**src/port_mux_map.vh**
```
// Register indices, field positions, codes and reset values of the port B pin mux.
`ifndef PORT_MUX_MAP_VH
`define PORT_MUX_MAP_VH

`define PA_W 8
`define PB_W 5

`define IDX_PA_DATA 6'h00
`define IDX_PA_DIR 6'h01
`define IDX_PB_DATA 6'h02
`define IDX_PB_DIR 6'h03
`define IDX_PA_WAKE 6'h04
`define IDX_PBS_LOW 6'h05
`define IDX_PBS_HIGH 6'h06
`define IDX_IFS 6'h07
`define IDX_CTRL 6'h08
`define IDX_BITOP 6'h09

`define RST_DATA 8'hff
`define RST_DIR 8'hff
`define RST_ZERO 8'h00
`define RST_PB 5'h1f
`define PBS_HIGH_MASK 8'h03

`define SEL_GPIO 2'h0
`define SEL_ALT1 2'h1
`define SEL_ALT2 2'h2
`define SEL_ALT3 2'h3

`define PB3_HI 7
`define PB3_LO 6
`define PB2_HI 5
`define PB2_LO 4
`define PB1_HI 3
`define PB1_LO 2
`define PB0_HI 1
`define PB0_LO 0
`define PB4_HI 1
`define PB4_LO 0

`define IFS_CAP_HI 7
`define IFS_CAP_LO 6
`define IFS_SCS_HI 5
`define IFS_SCS_LO 4
`define IFS_SCK_HI 3
`define IFS_SCK_LO 2
`define IFS_SDI_HI 1
`define IFS_SDI_LO 0

`define CTRL_SIM_EN 0
`define CTRL_SPI_MASTER 1
`define CTRL_PA0_SCK 2
`define CTRL_PA7_SCK 3
`define CTRL_W 4

`define BITOP_BIT_HI 2
`define BITOP_BIT_LO 0
`define BITOP_SET 3
`define BITOP_TGT_HI 6
`define BITOP_TGT_LO 4

`endif

```
**src/pin_sync.v**
```verilog
// Two-stage synchroniser for package pin inputs.
`timescale 1ns/1ns
module pin_sync #(
   parameter WIDTH = 13
) (
   input wire clk_i,
   input wire rst_i,
   input wire [WIDTH-1:0] d_i,
   output wire [WIDTH-1:0] q_o
);
   reg [WIDTH-1:0] meta_reg;
   reg [WIDTH-1:0] sync_reg;

   // ------------------------------------------------------------
   // Synchroniser stages
   // ------------------------------------------------------------
   // Pins idle high, so both stages reset to ones.
   always @(posedge clk_i) begin
      if (rst_i) begin
         meta_reg <= {WIDTH{1'b1}};
         sync_reg <= {WIDTH{1'b1}};
      end else begin
         meta_reg <= d_i;
         sync_reg <= meta_reg;
      end
   end

   assign q_o = sync_reg;
endmodule

```
**src/port_b_pin_mux.v**
```verilog
// Port B pin-function mux, input-source routing, GPIO ports and port A wake-up.
//
// Notes on behaviour
// - PB3 field: GPIO, powerline receive, serial data.
// - PB2 field: GPIO, powerline sink, serial clock.
// - PB1 field: GPIO, powerline transmit, serial data out.
// - PB0 field: GPIO/irq0, chip select, timer, opamp.
// - High select bits 7..2 read as zero.
// - PB4: code 01 chip select, else GPIO.
// - Capture input from PA7 on 01, else comparator.
// - Chip-select source: PB0, PB4 or PA1.
// - Serial clock source: PA0, PB2 or PA7.
// - SPI master drives clock on PA0, PA7, PB2.
// - Serial data source: PA2, PA6 or PB3.
// - Reset sets data and direction to ones.
// - Unwritten latch drives high on output.
// - Bit set/clear reads, modifies, writes whole byte.
// - Enabled port A falling edge wakes in sleep.
// - Direction one input; outputs read the latch.
// - Wake enable bit one enables its pin.
//
// The implementer's own choices: the register addresses and the Wishbone slave port.
`timescale 1ns/1ns
`include "port_mux_map.vh"
module port_b_pin_mux (
   input wire clk_i,
   input wire rst_i,
   input wire cyc_i,
   input wire stb_i,
   input wire we_i,
   input wire [7:0] adr_i,
   input wire [3:0] sel_i,
   input wire [31:0] dat_i,
   output reg [31:0] dat_o,
   output reg ack_o,
   input wire [`PA_W-1:0] pa_in_i,
   output reg [`PA_W-1:0] pa_out_o,
   output reg [`PA_W-1:0] pa_oe_n_o,
   input wire [`PB_W-1:0] pb_in_i,
   output reg [`PB_W-1:0] pb_out_o,
   output reg [`PB_W-1:0] pb_oe_n_o,
   input wire sleep_i,
   output reg wake_o,
   input wire powerline_transmit_out_i,
   input wire serial_data_out_i,
   input wire serial_clock_out_i,
   input wire standard_timer_out_i,
   input wire powerline_comparator_out_i,
   output reg powerline_receive_in_o,
   output reg serial_data_in_o,
   output reg serial_clock_in_o,
   output reg serial_chip_select_o,
   output reg periodic_timer_capture_in_o,
   output reg external_irq0_o,
   output reg powerline_sink_node_sel_o,
   output reg opamp0_inverting_in_sel_o
);
   localparam S_IDLE = 2'd0;
   localparam S_MODIFY = 2'd1;

   reg [1:0] state_reg;
   reg [7:0] pa_data_reg, pa_dir_reg, porta_wake_enable_reg, portb_low_pin_select_reg, input_source_select_reg;
   reg [`PB_W-1:0] pb_data_reg, pb_dir_reg;
   reg [1:0] portb_high_pin_select_reg;
   reg [`CTRL_W-1:0] ctrl_reg;
   reg [7:0] rmw_byte_reg;
   reg [5:0] rmw_idx_reg;
   reg [2:0] rmw_bit_reg;
   reg rmw_set_reg;
   reg [`PA_W-1:0] pa_prev_reg;
   wire [`PA_W+`PB_W-1:0] pin_sync_q;
   wire [`PA_W-1:0] pa_s;
   wire [`PB_W-1:0] pb_s;
   wire [5:0] bus_idx;
   wire req, accept, spi_master_on;
   wire [7:0] pa_read, pb_read, rmw_mask, rmw_new;
   wire [1:0] f3, f2, f1, f0, f4;
   reg wr_go;
   reg [5:0] wr_idx;
   reg [7:0] wr_val;
   reg [`PA_W-1:0] pa_out_next, pa_oe_n_next;
   reg [`PB_W-1:0] pb_out_next, pb_oe_n_next;

   // ------------------------------------------------------------
   // Pin synchronisers
   // ------------------------------------------------------------
   pin_sync #(
      .WIDTH(`PA_W + `PB_W)
   ) u_pin_sync (
      .clk_i(clk_i),
      .rst_i(rst_i),
      .d_i({pb_in_i, pa_in_i}),
      .q_o(pin_sync_q)
   );

   assign pa_s = pin_sync_q[`PA_W-1:0];
   assign pb_s = pin_sync_q[`PA_W+`PB_W-1:`PA_W];
   assign f3 = portb_low_pin_select_reg[`PB3_HI:`PB3_LO];
   assign f2 = portb_low_pin_select_reg[`PB2_HI:`PB2_LO];
   assign f1 = portb_low_pin_select_reg[`PB1_HI:`PB1_LO];
   assign f0 = portb_low_pin_select_reg[`PB0_HI:`PB0_LO];
   assign f4 = portb_high_pin_select_reg;
   assign spi_master_on = ctrl_reg[`CTRL_SIM_EN] & ctrl_reg[`CTRL_SPI_MASTER];

   // ------------------------------------------------------------
   // Register read decode
   // ------------------------------------------------------------
   // Port read path: input pins return pin level, outputs the latch.
   assign pa_read = (pa_dir_reg & pa_s) | (~pa_dir_reg & pa_data_reg);
   assign pb_read = {3'h0, (pb_dir_reg & pb_s) | (~pb_dir_reg & pb_data_reg)};
   function [7:0] reg_read;
      input [5:0] idx;
      begin
         case (idx)
            `IDX_PA_DATA: reg_read = pa_read;
            `IDX_PA_DIR: reg_read = pa_dir_reg;
            `IDX_PB_DATA: reg_read = pb_read;
            `IDX_PB_DIR: reg_read = {3'h0, pb_dir_reg};
            `IDX_PA_WAKE: reg_read = porta_wake_enable_reg;
            `IDX_PBS_LOW: reg_read = portb_low_pin_select_reg;
            `IDX_PBS_HIGH: reg_read = {6'h00, portb_high_pin_select_reg};
            `IDX_IFS: reg_read = input_source_select_reg;
            `IDX_CTRL: reg_read = {4'h0, ctrl_reg};
            default: reg_read = 8'h00;
         endcase
      end
   endfunction

   // ------------------------------------------------------------
   // Wishbone slave and bit operation sequencer
   // ------------------------------------------------------------
   assign bus_idx = adr_i[7:2];
   assign req = cyc_i & stb_i & ~ack_o;
   assign accept = req & (state_reg == S_IDLE);

   assign rmw_mask = 8'h01 << rmw_bit_reg;
   assign rmw_new = rmw_set_reg ? (rmw_byte_reg | rmw_mask) : (rmw_byte_reg & ~rmw_mask);

   always @* begin
      wr_go = 1'b0;
      wr_idx = bus_idx;
      wr_val = dat_i[7:0];
      if (state_reg == S_MODIFY) begin
         wr_go = 1'b1;
         wr_idx = rmw_idx_reg;
         wr_val = rmw_new;
      end else if (accept && we_i && sel_i[0] && bus_idx != `IDX_BITOP) begin
         wr_go = 1'b1;
      end
   end

   always @(posedge clk_i) begin
      if (rst_i) begin
         state_reg <= S_IDLE;
         ack_o <= 1'b0;
         dat_o <= 32'h0000_0000;
         rmw_byte_reg <= 8'h00;
         rmw_idx_reg <= 6'h00;
         rmw_bit_reg <= 3'h0;
         rmw_set_reg <= 1'b0;
      end else begin
         ack_o <= 1'b0;
         case (state_reg)
            S_IDLE: begin
               if (accept) begin
                  if (we_i && sel_i[0] && bus_idx == `IDX_BITOP) begin
                     rmw_idx_reg <= {3'h0, dat_i[`BITOP_TGT_HI:`BITOP_TGT_LO]};
                     rmw_byte_reg <= reg_read({3'h0, dat_i[`BITOP_TGT_HI:`BITOP_TGT_LO]});
                     rmw_bit_reg <= dat_i[`BITOP_BIT_HI:`BITOP_BIT_LO];
                     rmw_set_reg <= dat_i[`BITOP_SET];
                     state_reg <= S_MODIFY;
                  end else begin
                     ack_o <= 1'b1;
                     if (!we_i) begin
                        dat_o <= {24'h000000, reg_read(bus_idx)};
                     end
                  end
               end
            end
            S_MODIFY: begin
               ack_o <= 1'b1;
               state_reg <= S_IDLE;
            end
            default: begin
               state_reg <= S_IDLE;
            end
         endcase
      end
   end

   // ------------------------------------------------------------
   // Register file
   // ------------------------------------------------------------
   always @(posedge clk_i) begin
      if (rst_i) begin
         pa_data_reg <= `RST_DATA;
         pa_dir_reg <= `RST_DIR;
         pb_data_reg <= `RST_PB;
         pb_dir_reg <= `RST_PB;
         porta_wake_enable_reg <= `RST_ZERO;
         portb_low_pin_select_reg <= `RST_ZERO;
         portb_high_pin_select_reg <= 2'h0;
         input_source_select_reg <= `RST_ZERO;
         ctrl_reg <= 4'h0;
      end else if (wr_go) begin
         case (wr_idx)
            `IDX_PA_DATA: pa_data_reg <= wr_val;
            `IDX_PA_DIR: pa_dir_reg <= wr_val;
            `IDX_PB_DATA: pb_data_reg <= wr_val[`PB_W-1:0];
            `IDX_PB_DIR: pb_dir_reg <= wr_val[`PB_W-1:0];
            `IDX_PA_WAKE: porta_wake_enable_reg <= wr_val;
            `IDX_PBS_LOW: portb_low_pin_select_reg <= wr_val;
            `IDX_PBS_HIGH: portb_high_pin_select_reg <= wr_val[1:0];
            `IDX_IFS: input_source_select_reg <= wr_val;
            `IDX_CTRL: ctrl_reg <= wr_val[`CTRL_W-1:0];
            default: ctrl_reg <= ctrl_reg;
         endcase
      end
   end

   // ------------------------------------------------------------
   // Port A pin drivers
   // ------------------------------------------------------------
   genvar gi;
   generate
      for (gi = 0; gi < `PA_W; gi = gi + 1) begin : g_pa
         always @* begin
            pa_out_next[gi] = pa_data_reg[gi];
            pa_oe_n_next[gi] = pa_dir_reg[gi];
            if (gi == 0 && spi_master_on && ctrl_reg[`CTRL_PA0_SCK]) begin
               pa_out_next[gi] = serial_clock_out_i;
               pa_oe_n_next[gi] = 1'b0;
            end
            if (gi == 7 && spi_master_on && ctrl_reg[`CTRL_PA7_SCK]) begin
               pa_out_next[gi] = serial_clock_out_i;
               pa_oe_n_next[gi] = 1'b0;
            end
         end
      end
   endgenerate

   // ------------------------------------------------------------
   // Port B pin drivers
   // ------------------------------------------------------------
   always @* begin
      pb_out_next = pb_data_reg;
      pb_oe_n_next = pb_dir_reg;
      if (f3 == `SEL_ALT1 || f3 == `SEL_ALT2) begin
         pb_out_next[3] = 1'b0;
         pb_oe_n_next[3] = 1'b1;
      end
      if (f2 == `SEL_ALT1) begin
         pb_out_next[2] = 1'b0;
         pb_oe_n_next[2] = 1'b1;
      end else if (f2 == `SEL_ALT2) begin
         pb_out_next[2] = spi_master_on ? serial_clock_out_i : 1'b0;
         pb_oe_n_next[2] = ~spi_master_on;
      end
      if (f1 == `SEL_ALT1) begin
         pb_out_next[1] = powerline_transmit_out_i;
         pb_oe_n_next[1] = 1'b0;
      end else if (f1 == `SEL_ALT2) begin
         pb_out_next[1] = serial_data_out_i;
         pb_oe_n_next[1] = 1'b0;
      end
      if (f0 == `SEL_ALT1 || f0 == `SEL_ALT3) begin
         pb_out_next[0] = 1'b0;
         pb_oe_n_next[0] = 1'b1;
      end else if (f0 == `SEL_ALT2) begin
         pb_out_next[0] = standard_timer_out_i;
         pb_oe_n_next[0] = 1'b0;
      end
      if (f4 == `SEL_ALT1) begin
         pb_out_next[4] = 1'b0;
         pb_oe_n_next[4] = 1'b1;
      end
   end

   always @(posedge clk_i) begin
      if (rst_i) begin
         pa_out_o <= `RST_DATA;
         pa_oe_n_o <= `RST_DIR;
         pb_out_o <= `RST_PB;
         pb_oe_n_o <= `RST_PB;
      end else begin
         pa_out_o <= pa_out_next;
         pa_oe_n_o <= pa_oe_n_next;
         pb_out_o <= pb_out_next;
         pb_oe_n_o <= pb_oe_n_next;
      end
   end

   // ------------------------------------------------------------
   // Peripheral input routing
   // ------------------------------------------------------------
   always @(posedge clk_i) begin
      if (rst_i) begin
         powerline_receive_in_o <= 1'b0;
         serial_data_in_o <= 1'b0;
         serial_clock_in_o <= 1'b0;
         serial_chip_select_o <= 1'b0;
         periodic_timer_capture_in_o <= 1'b0;
         external_irq0_o <= 1'b0;
         powerline_sink_node_sel_o <= 1'b0;
         opamp0_inverting_in_sel_o <= 1'b0;
      end else begin
         powerline_receive_in_o <= (f3 == `SEL_ALT1) & pb_s[3];
         external_irq0_o <= (f0 == `SEL_GPIO) & pb_s[0];
         opamp0_inverting_in_sel_o <= (f0 == `SEL_ALT3);
         powerline_sink_node_sel_o <= (f2 == `SEL_ALT1);
         if (input_source_select_reg[`IFS_CAP_HI:`IFS_CAP_LO] == `SEL_ALT1) begin
            periodic_timer_capture_in_o <= pa_s[7];
         end else begin
            periodic_timer_capture_in_o <= powerline_comparator_out_i;
         end
         case (input_source_select_reg[`IFS_SCS_HI:`IFS_SCS_LO])
            `SEL_ALT1: serial_chip_select_o <= pb_s[4];
            `SEL_ALT2: serial_chip_select_o <= pa_s[1];
            default: serial_chip_select_o <= pb_s[0];
         endcase
         case (input_source_select_reg[`IFS_SCK_HI:`IFS_SCK_LO])
            `SEL_GPIO: serial_clock_in_o <= pa_s[0];
            `SEL_ALT2: serial_clock_in_o <= pa_s[7];
            default: serial_clock_in_o <= pb_s[2];
         endcase
         case (input_source_select_reg[`IFS_SDI_HI:`IFS_SDI_LO])
            `SEL_ALT1: serial_data_in_o <= pa_s[6];
            `SEL_ALT2: serial_data_in_o <= pb_s[3];
            default: serial_data_in_o <= pa_s[2];
         endcase
      end
   end

   // ------------------------------------------------------------
   // Port A wake-up
   // ------------------------------------------------------------
   always @(posedge clk_i) begin
      if (rst_i) begin
         pa_prev_reg <= 8'hff;
         wake_o <= 1'b0;
      end else begin
         pa_prev_reg <= pa_s;
         wake_o <= sleep_i & (|(pa_prev_reg & ~pa_s & porta_wake_enable_reg));
      end
   end
endmodule

```
**config.mk**
```make
export PLATFORM = sky130hd
export DESIGN_NAME = port_b_pin_mux
export DESIGN_NICKNAME = d
export VERILOG_FILES = /design/src/pin_sync.v /design/src/port_b_pin_mux.v
export VERILOG_INCLUDE_DIRS = /design/src
export SDC_FILE = /design/constraint.sdc
export NUM_CORES = 1
export LEC_CHECK = 0
export BUFFER_PORTS_ARGS = -buffer_cell sky130_fd_sc_hd__buf_2
export CORE_ASPECT_RATIO = 0.9
export CORE_MARGIN = 8
export CORE_UTILIZATION = 45
export DETAILED_ROUTE_END_ITERATION = 8
export PLACE_DENSITY_LB_ADDON = 0.1
export SETUP_SLACK_MARGIN = 0.4
export SYNTH_ARGS = -nofsm -noshare
export SYNTH_HDL_FRONTEND = slang
export SYNTH_SLANG_ARGS = --single-unit
```
**constraint.sdc**
```tcl
create_clock -name clk_i -period 1.9 [get_ports clk_i]
set_clock_uncertainty 0.1 [all_clocks]
set_input_delay 0.095 -clock clk_i [delete_from_list [all_inputs] [get_ports clk_i]]
set_output_delay 0.095 -clock clk_i [all_outputs]
set_load 0.01 [all_outputs]
```
## After elaboration in Yosys (flattened, before gate mapping)

Cells that the tools add are included.
W data, S select, Z words.

| storage, ports and cells | value |
|---|---|
| bits in latches | 0 |
| RAM bits | 0 |
| memories kept | 0 |
| bits in read-only memories | 0 |
| output and inout port bits | 68 |
| register bits | 150 |

| operators by class | value |
|---|---|
| bitwise operators | 26 |
| reductions and logical operators | 33 |
| multipliers | 0 |
| order comparisons | 0 |
| div/mod/pow operators | 0 |
| add/subtract/negate cells | 0 |
| eq/ne operators | 41 |
| shift-type cells | 1 |
| multiplexer cells | 31 |

Operators by type and width:

| operator | number |
|---|---|
| $pmux W8 S9 | 1 |
| $pmux W8 S8 | 1 |
| $eq A6 B3 Y1 const B | 8 |
| $and A8 B8 Y8 | 5 |
| $eq A6 B2 Y1 const B | 4 |
| $not A8 Y8 | 3 |
| $mux W1 | 22 |
| $reduce_and A2 Y1 | 10 |
| $eq A6 B4 Y1 const B | 3 |
| $eq A2 B1 Y1 const B | 8 |
| $eq A2 B2 Y1 const B | 8 |
| $mux W8 | 2 |
| $or A8 B8 Y8 | 2 |
| $eq A3 B3 Y1 const B | 4 |
| $eq A6 B1 Y1 const B | 2 |
| $logic_not A6 Y1 | 2 |
| $and A5 B5 Y5 | 2 |
| $reduce_or A2 Y1 | 5 |
| $pmux W1 S2 | 4 |
| $reduce_or A8 Y1 | 1 |
| $shl A1 B3 Y8 const A | 1 |
| $and A1 B1 Y1 | 7 |
| $logic_and A1 B1 Y1 | 7 |
| $eq A3 B2 Y1 const B | 2 |
| 11 further kinds | 18 |

## Longest topological paths before layout

| depth | value |
|---|---|
| word-level depth | 9 |
| gate-level depth with buffers | 7 |
| mapped depth without buffers | 6 |

## Modules after synthesis

Synthesis repeated with hierarchy kept, for this count alone.

| second synthesis, totals | value |
|---|---|
| cells, all modules | 784 |
| area, all modules | 6892.9 um^2 |

Modules (own cells, without submodules):

| module | seq. area each (um^2) | area each (um^2) | times used | cells an instance |
|---|---|---|---|---|
| port_b_pin_mux | 2482.4 | 6187.2 | 1 | 730 |
| pin_sync | 520.5 | 705.7 | 1 | 54 |

## Worst setup path before layout

OpenSTA, ideal clock, no wires.

| timing path | value |
|---|---|
| path kind | register to register |
| start | register ack_o |
| end | register pb_dir_reg[2] |
| cell stages (with the launch flop) | 7 |
| data arrival time | 1.577 ns |
| slack | 0.094 ns |
| cell sequence | dfxtp_1 -> and4bb_2 -> a32oi_1 -> nand2b_1 -> clkbuf_1 -> mux2i_1 -> nand2_1 |

| on the way | value |
|---|---|
| cells in the longest elaborated chain, start to end | 9 |

RTL lines:

| what | line | RTL |
|---|---|---|
| from (decl) | port_b_pin_mux.v:35 | `output reg ack_o,` |
| from (signal assigned) | port_b_pin_mux.v:155 | `ack_o <= 1'b0;` |
| from (signal assigned) | port_b_pin_mux.v:162 | `ack_o <= 1'b0;` |
| from (signal assigned) | port_b_pin_mux.v:173 | `ack_o <= 1'b1;` |
| $not A1 Y1 | port_b_pin_mux.v:133 | `assign req = cyc_i & stb_i & ~ack_o;` |
| $and A1 B1 Y1 | port_b_pin_mux.v:133 |  |
| $and A1 B1 Y1 | port_b_pin_mux.v:134 | `assign accept = req & (state_reg == S_IDLE);` |
| $logic_and A1 B1 Y1 (2 in series) | port_b_pin_mux.v:147 | `` end else if (accept && we_i && sel_i[0] && bus_idx != `IDX_BITOP) begin `` |
| $logic_and A1 B1 Y1 (no line) | -- |  |
| $mux W1 | port_b_pin_mux.v:147 |  |
| $mux W1 | port_b_pin_mux.v:143 | `if (state_reg == S_MODIFY) begin` |
| $reduce_and A2 Y1 (no line) | -- |  |
| to (signal assigned) | port_b_pin_mux.v:199 | `` pb_dir_reg <= `RST_PB; `` |
| to (signal assigned) | port_b_pin_mux.v:210 | `` `IDX_PB_DIR: pb_dir_reg <= wr_val[`PB_W-1:0]; `` |
| to (decl) | port_b_pin_mux.v:63 | `` reg [`PB_W-1:0] pb_data_reg, pb_dir_reg; `` |

Every way passes these cells.
A chain may end at the register's enable or synchronous reset.

## Worst setup path after layout

| timing path | value |
|---|---|
| start | register state_reg[0] |
| end | register pb_dir_reg[2] |

| on the way | value |
|---|---|
| cells in the longest elaborated chain, start to end | 8 |

RTL lines:

| what | line | RTL |
|---|---|---|
| from (decl) | port_b_pin_mux.v:61 | `reg [1:0] state_reg;` |
| from (signal assigned) | port_b_pin_mux.v:154 | `state_reg <= S_IDLE;` |
| from (signal assigned) | port_b_pin_mux.v:171 | `state_reg <= S_MODIFY;` |
| from (signal assigned) | port_b_pin_mux.v:182 | `state_reg <= S_IDLE;` |
| $logic_not A2 Y1 | port_b_pin_mux.v:134 |  |
| $and A1 B1 Y1 | port_b_pin_mux.v:134 |  |
| $logic_and A1 B1 Y1 (2 in series) | port_b_pin_mux.v:147 |  |
| $logic_and A1 B1 Y1 (no line) | -- |  |
| $mux W1 | port_b_pin_mux.v:147 |  |
| $mux W1 | port_b_pin_mux.v:143 |  |
| $reduce_and A2 Y1 (no line) | -- |  |

Parallel ways exist; a longest one is shown, timed or not.

==> metrics.txt <==
outcome finished with violations; failing checks negative hold slack; Critical R2R Capture pb_dir_reg[2]$_SDFFE_PP1P_; Initial Utilization 0.460; Vias per Instance 5.49; synthesis warning total 0; Hold WS -0.0138 ns; Reg power frac 0.446; fmax 564 MHz; switch share 0.253; Iter 0 DRT Violations 600; root buffer cell clkbuf_16; Fin. Hold Viols 2; Crit path required time 2.12 ns; gp weighted congestion around 0.9; FF-to-FF path depth 7; Die Span X 145 um; CTS sink cnt 150; Worst EP arrival 1.99 ns; Area Growth Syn to Fin 37.0%; clock latency on the worst-skew pair 0.43 ns; setup TNS 0 ns; area of the die 19200 um2; pin count of the biggest net entering global routing 39; fin crit share 0.933; Total Nets Final 995; CTS buffer count 17; crit path capture pb_dir_reg[2]$_SDFFE_PP1P_; Buffers & Inverters on Critical Path 2; Slew @ Worst Pin 0.619 ns; Slowest-stage cell, CP dfxtp_2; main flop type after synthesis dfxtp_1; # rows 42; port bufs 82; CP startpoint state_reg[0]$_SDFFE_PP0P_; share of layout cells above drive strength 1 0.374; reg2reg setup slack 0.13 ns; post-synthesis async set-or-reset flop share 0; Final ANT Viol Nets 0; Pint ~0.0054 W; combinational share of power 0.079; crit end category flop; number of enable flip-flop cells after synthesis 0; delay-heaviest family, CP simple AND/OR/NAND/NOR gates; Final Power 0.00718 W; R2R Path Start state_reg[0]$_SDFFE_PP0P_; diode count 0; number of distinct library cells after synthesis 70; grt ovf 0; htree depth 4; antenna violations before repair 0; first-pass GRT wire length 36400 um; total number of vias 6225; Final min period 1.77 ns; Crit path largest cell delay 0.32 ns; post-synthesis register bit count 150; Slew Viols, Final 0; Worst Path Max Fanout 6; core area 14700 um2; Synth Area per Inst approximately 9 um2; Ports roughly 140; P_leak just under 4 nW; drt first pass iters 5; Final Util 0.630; deepest clock path buffer count 2; switching power 0.00182 W; CP Launch Type flop; Post-Syn Area 6740 um2; clock network power share 0.475; max_slew headroom 0.584; post-DP HPWL 17400 um; Hold WC Path Type in -> reg; Crit. path cell count 7; Final setup viols 0; worst path cell trace and4bb_2 -> buf_6 -> a32oi_4 -> nand2b_4 -> buf_12 -> mux2i_1 -> nand2_1; gr usage total 0.245; WS Path Type reg -> reg; die height about 130 um; Post-route DRC 0; Place WS -0.0247 ns; MaxCap Viol Count 0; Seq/Total Area, Yosys 0.446; maximum vdd drop 0.729 mV; fin worst setup slack 0.127 ns; final WL around 24000 um; vias in the first global route 6166; CTS tree done; Pwr Density 778 nW/um2; clock-pin slew on the worst setup and hold paths 0.07 ns; routed wire length per instance 20.9 um; RSZ-0062 raised after global routing yes; Syn Inst Count 750
## cells in the final DEF, fill, tap and decap left out, drive strengths merged, types with 12 or more instances in the layout
cell type and count:
a21oi 40, a221oi 12, buf 169, clkbuf 20
conb 24, dfxtp 150, dlygate4sd3 28, inv 24
mux2i 57, nand2 83, nand2b 14, nand3 22
nor2 62, nor3 22, o21ai 42, or2 43
## per-stage QoR
stage | hold slack (ns) | instance area [um2] | cells
after floorplan | 0.0988 | 6960 | 773
after global placement | 0.178 | 7800 | 1057
after detailed placement | 0.181 | 7800 | 1057
after CTS | -0.0687 | 9070 | 1126
after global routing | 0.00307 | 9230 | 1133
final | -0.0138 | 9230 | 1133
## synthesized netlist by cell type (3+ instances only)
master | count | area, um2
nor3b_1 | 5 | 37.5
a31o_2 | 3 | 26.3
a221o_1 | 4 | 40.0
o211ai_1 | 5 | 37.5
buf_1 | 4 | 15.0
buf_2 | 8 | 40.0
o21ai_0 | 42 | 210
clkbuf_1 | 28 | 105
mux2i_1 | 57 | 571
mux2_2 | 8 | 90.1
dfxtp_1 | 150 | 3000
or2_2 | 43 | 269
nor2_1 | 61 | 229
a31oi_1 | 4 | 25.0
nand2b_1 | 14 | 87.6
a32o_1 | 3 | 30.0
buf_4 | 26 | 195
a211oi_1 | 6 | 45.0
nor2b_1 | 8 | 50.1
nand3b_1 | 11 | 82.6
mux4_2 | 3 | 67.6
and3_1 | 5 | 31.3
nor3_1 | 19 | 95.1
inv_1 | 17 | 63.8
and2_1 | 6 | 37.5
a22oi_1 | 3 | 22.5
ha_1 | 5 | 62.6
nand3_1 | 22 | 110
nand2_1 | 80 | 300
a21oi_1 | 39 | 195
a221oi_1 | 10 | 87.6
o2bb2ai_1 | 4 | 35.0
## logic make-up after synthesis
group | after synthesis | share of synthesized area
DFF | 150 | 0.446
xor gates and xnor gates | 2 | 0.00260
muxes | 69 | 0.110
AOI/OAI and AO/OA | 145 | 0.142
other | 1 | 0.000556
adders and majority gates | 5 | 0.00928
and+or+nand+nor | 292 | 0.225
buffers and inverters | 86 | 0.0661
## worst min path at each step
stage,start,endpoint,cells after the start
global route,rst_i,rmw_byte_reg[7]$_SDFFE_PP0P_,2
global placement,pa_in_i[1],u_pin_sync.meta_reg[1]$_SDFF_PP1_,2
CTS,rst_i,rmw_idx_reg[0]$_SDFFE_PP0P_,2
finish,rst_i,rmw_byte_reg[7]$_SDFFE_PP0P_,2
detailed placement,pa_in_i[2],u_pin_sync.meta_reg[2]$_SDFF_PP1_,2
floorplan,pa_in_i[0],u_pin_sync.meta_reg[0]$_SDFF_PP1_,1
## power groups by stage
| stage | logic [W] | clock network [W] | registers, W |
|---|---|---|---|
| 2_1_floorplan | 0.000287 | 0 | 0.00327 |
| 5_1_grt | 0.000607 | 0.00361 | 0.00320 |
| 3_5_place_dp | 0.000468 | 0 | 0.00328 |
| 3_3_place_gp | 0.000466 | 0 | 0.00328 |
| 4_1_cts | 0.000544 | 0.00346 | 0.00320 |
| 6_report | 0.000568 | 0.00341 | 0.00320 |
## layout make-up
type                            instances  area (um2)
Multi-Input combinational cell        538        3830
Clock inverter                         12         131
Inverter                               18        67.6
Sequential cell                       150        3030
Clock buffer                           20         467
Timing Repair Buffer                  197        1460
Fill cell                            1263        5430
Tap cell                              198         248
## per-layer routing
metal | wire, um | vias up | global-route usage
met5 | 0 | - | 0
met3 | 1740 | 49 | 0.0748
met2 | 11000 | 249 | 0.395
met4 | 727 | 0 | 0.0928
met1 | 10200 | 2998 | 0.301
li1 | - | 2929 | -
## timing repair
item | CTS | global route
pin swaps | 23 | 19
endpoints found under the hold margin | 31 | 2
buffers inserted | 9 | 6
gates resized for setup | 90 | 28
hold buffers | 27 | 1
cloned | 1 | 0
endpoints found under the setup margin | 79 | 81
(Power assumes the default switching activity.)
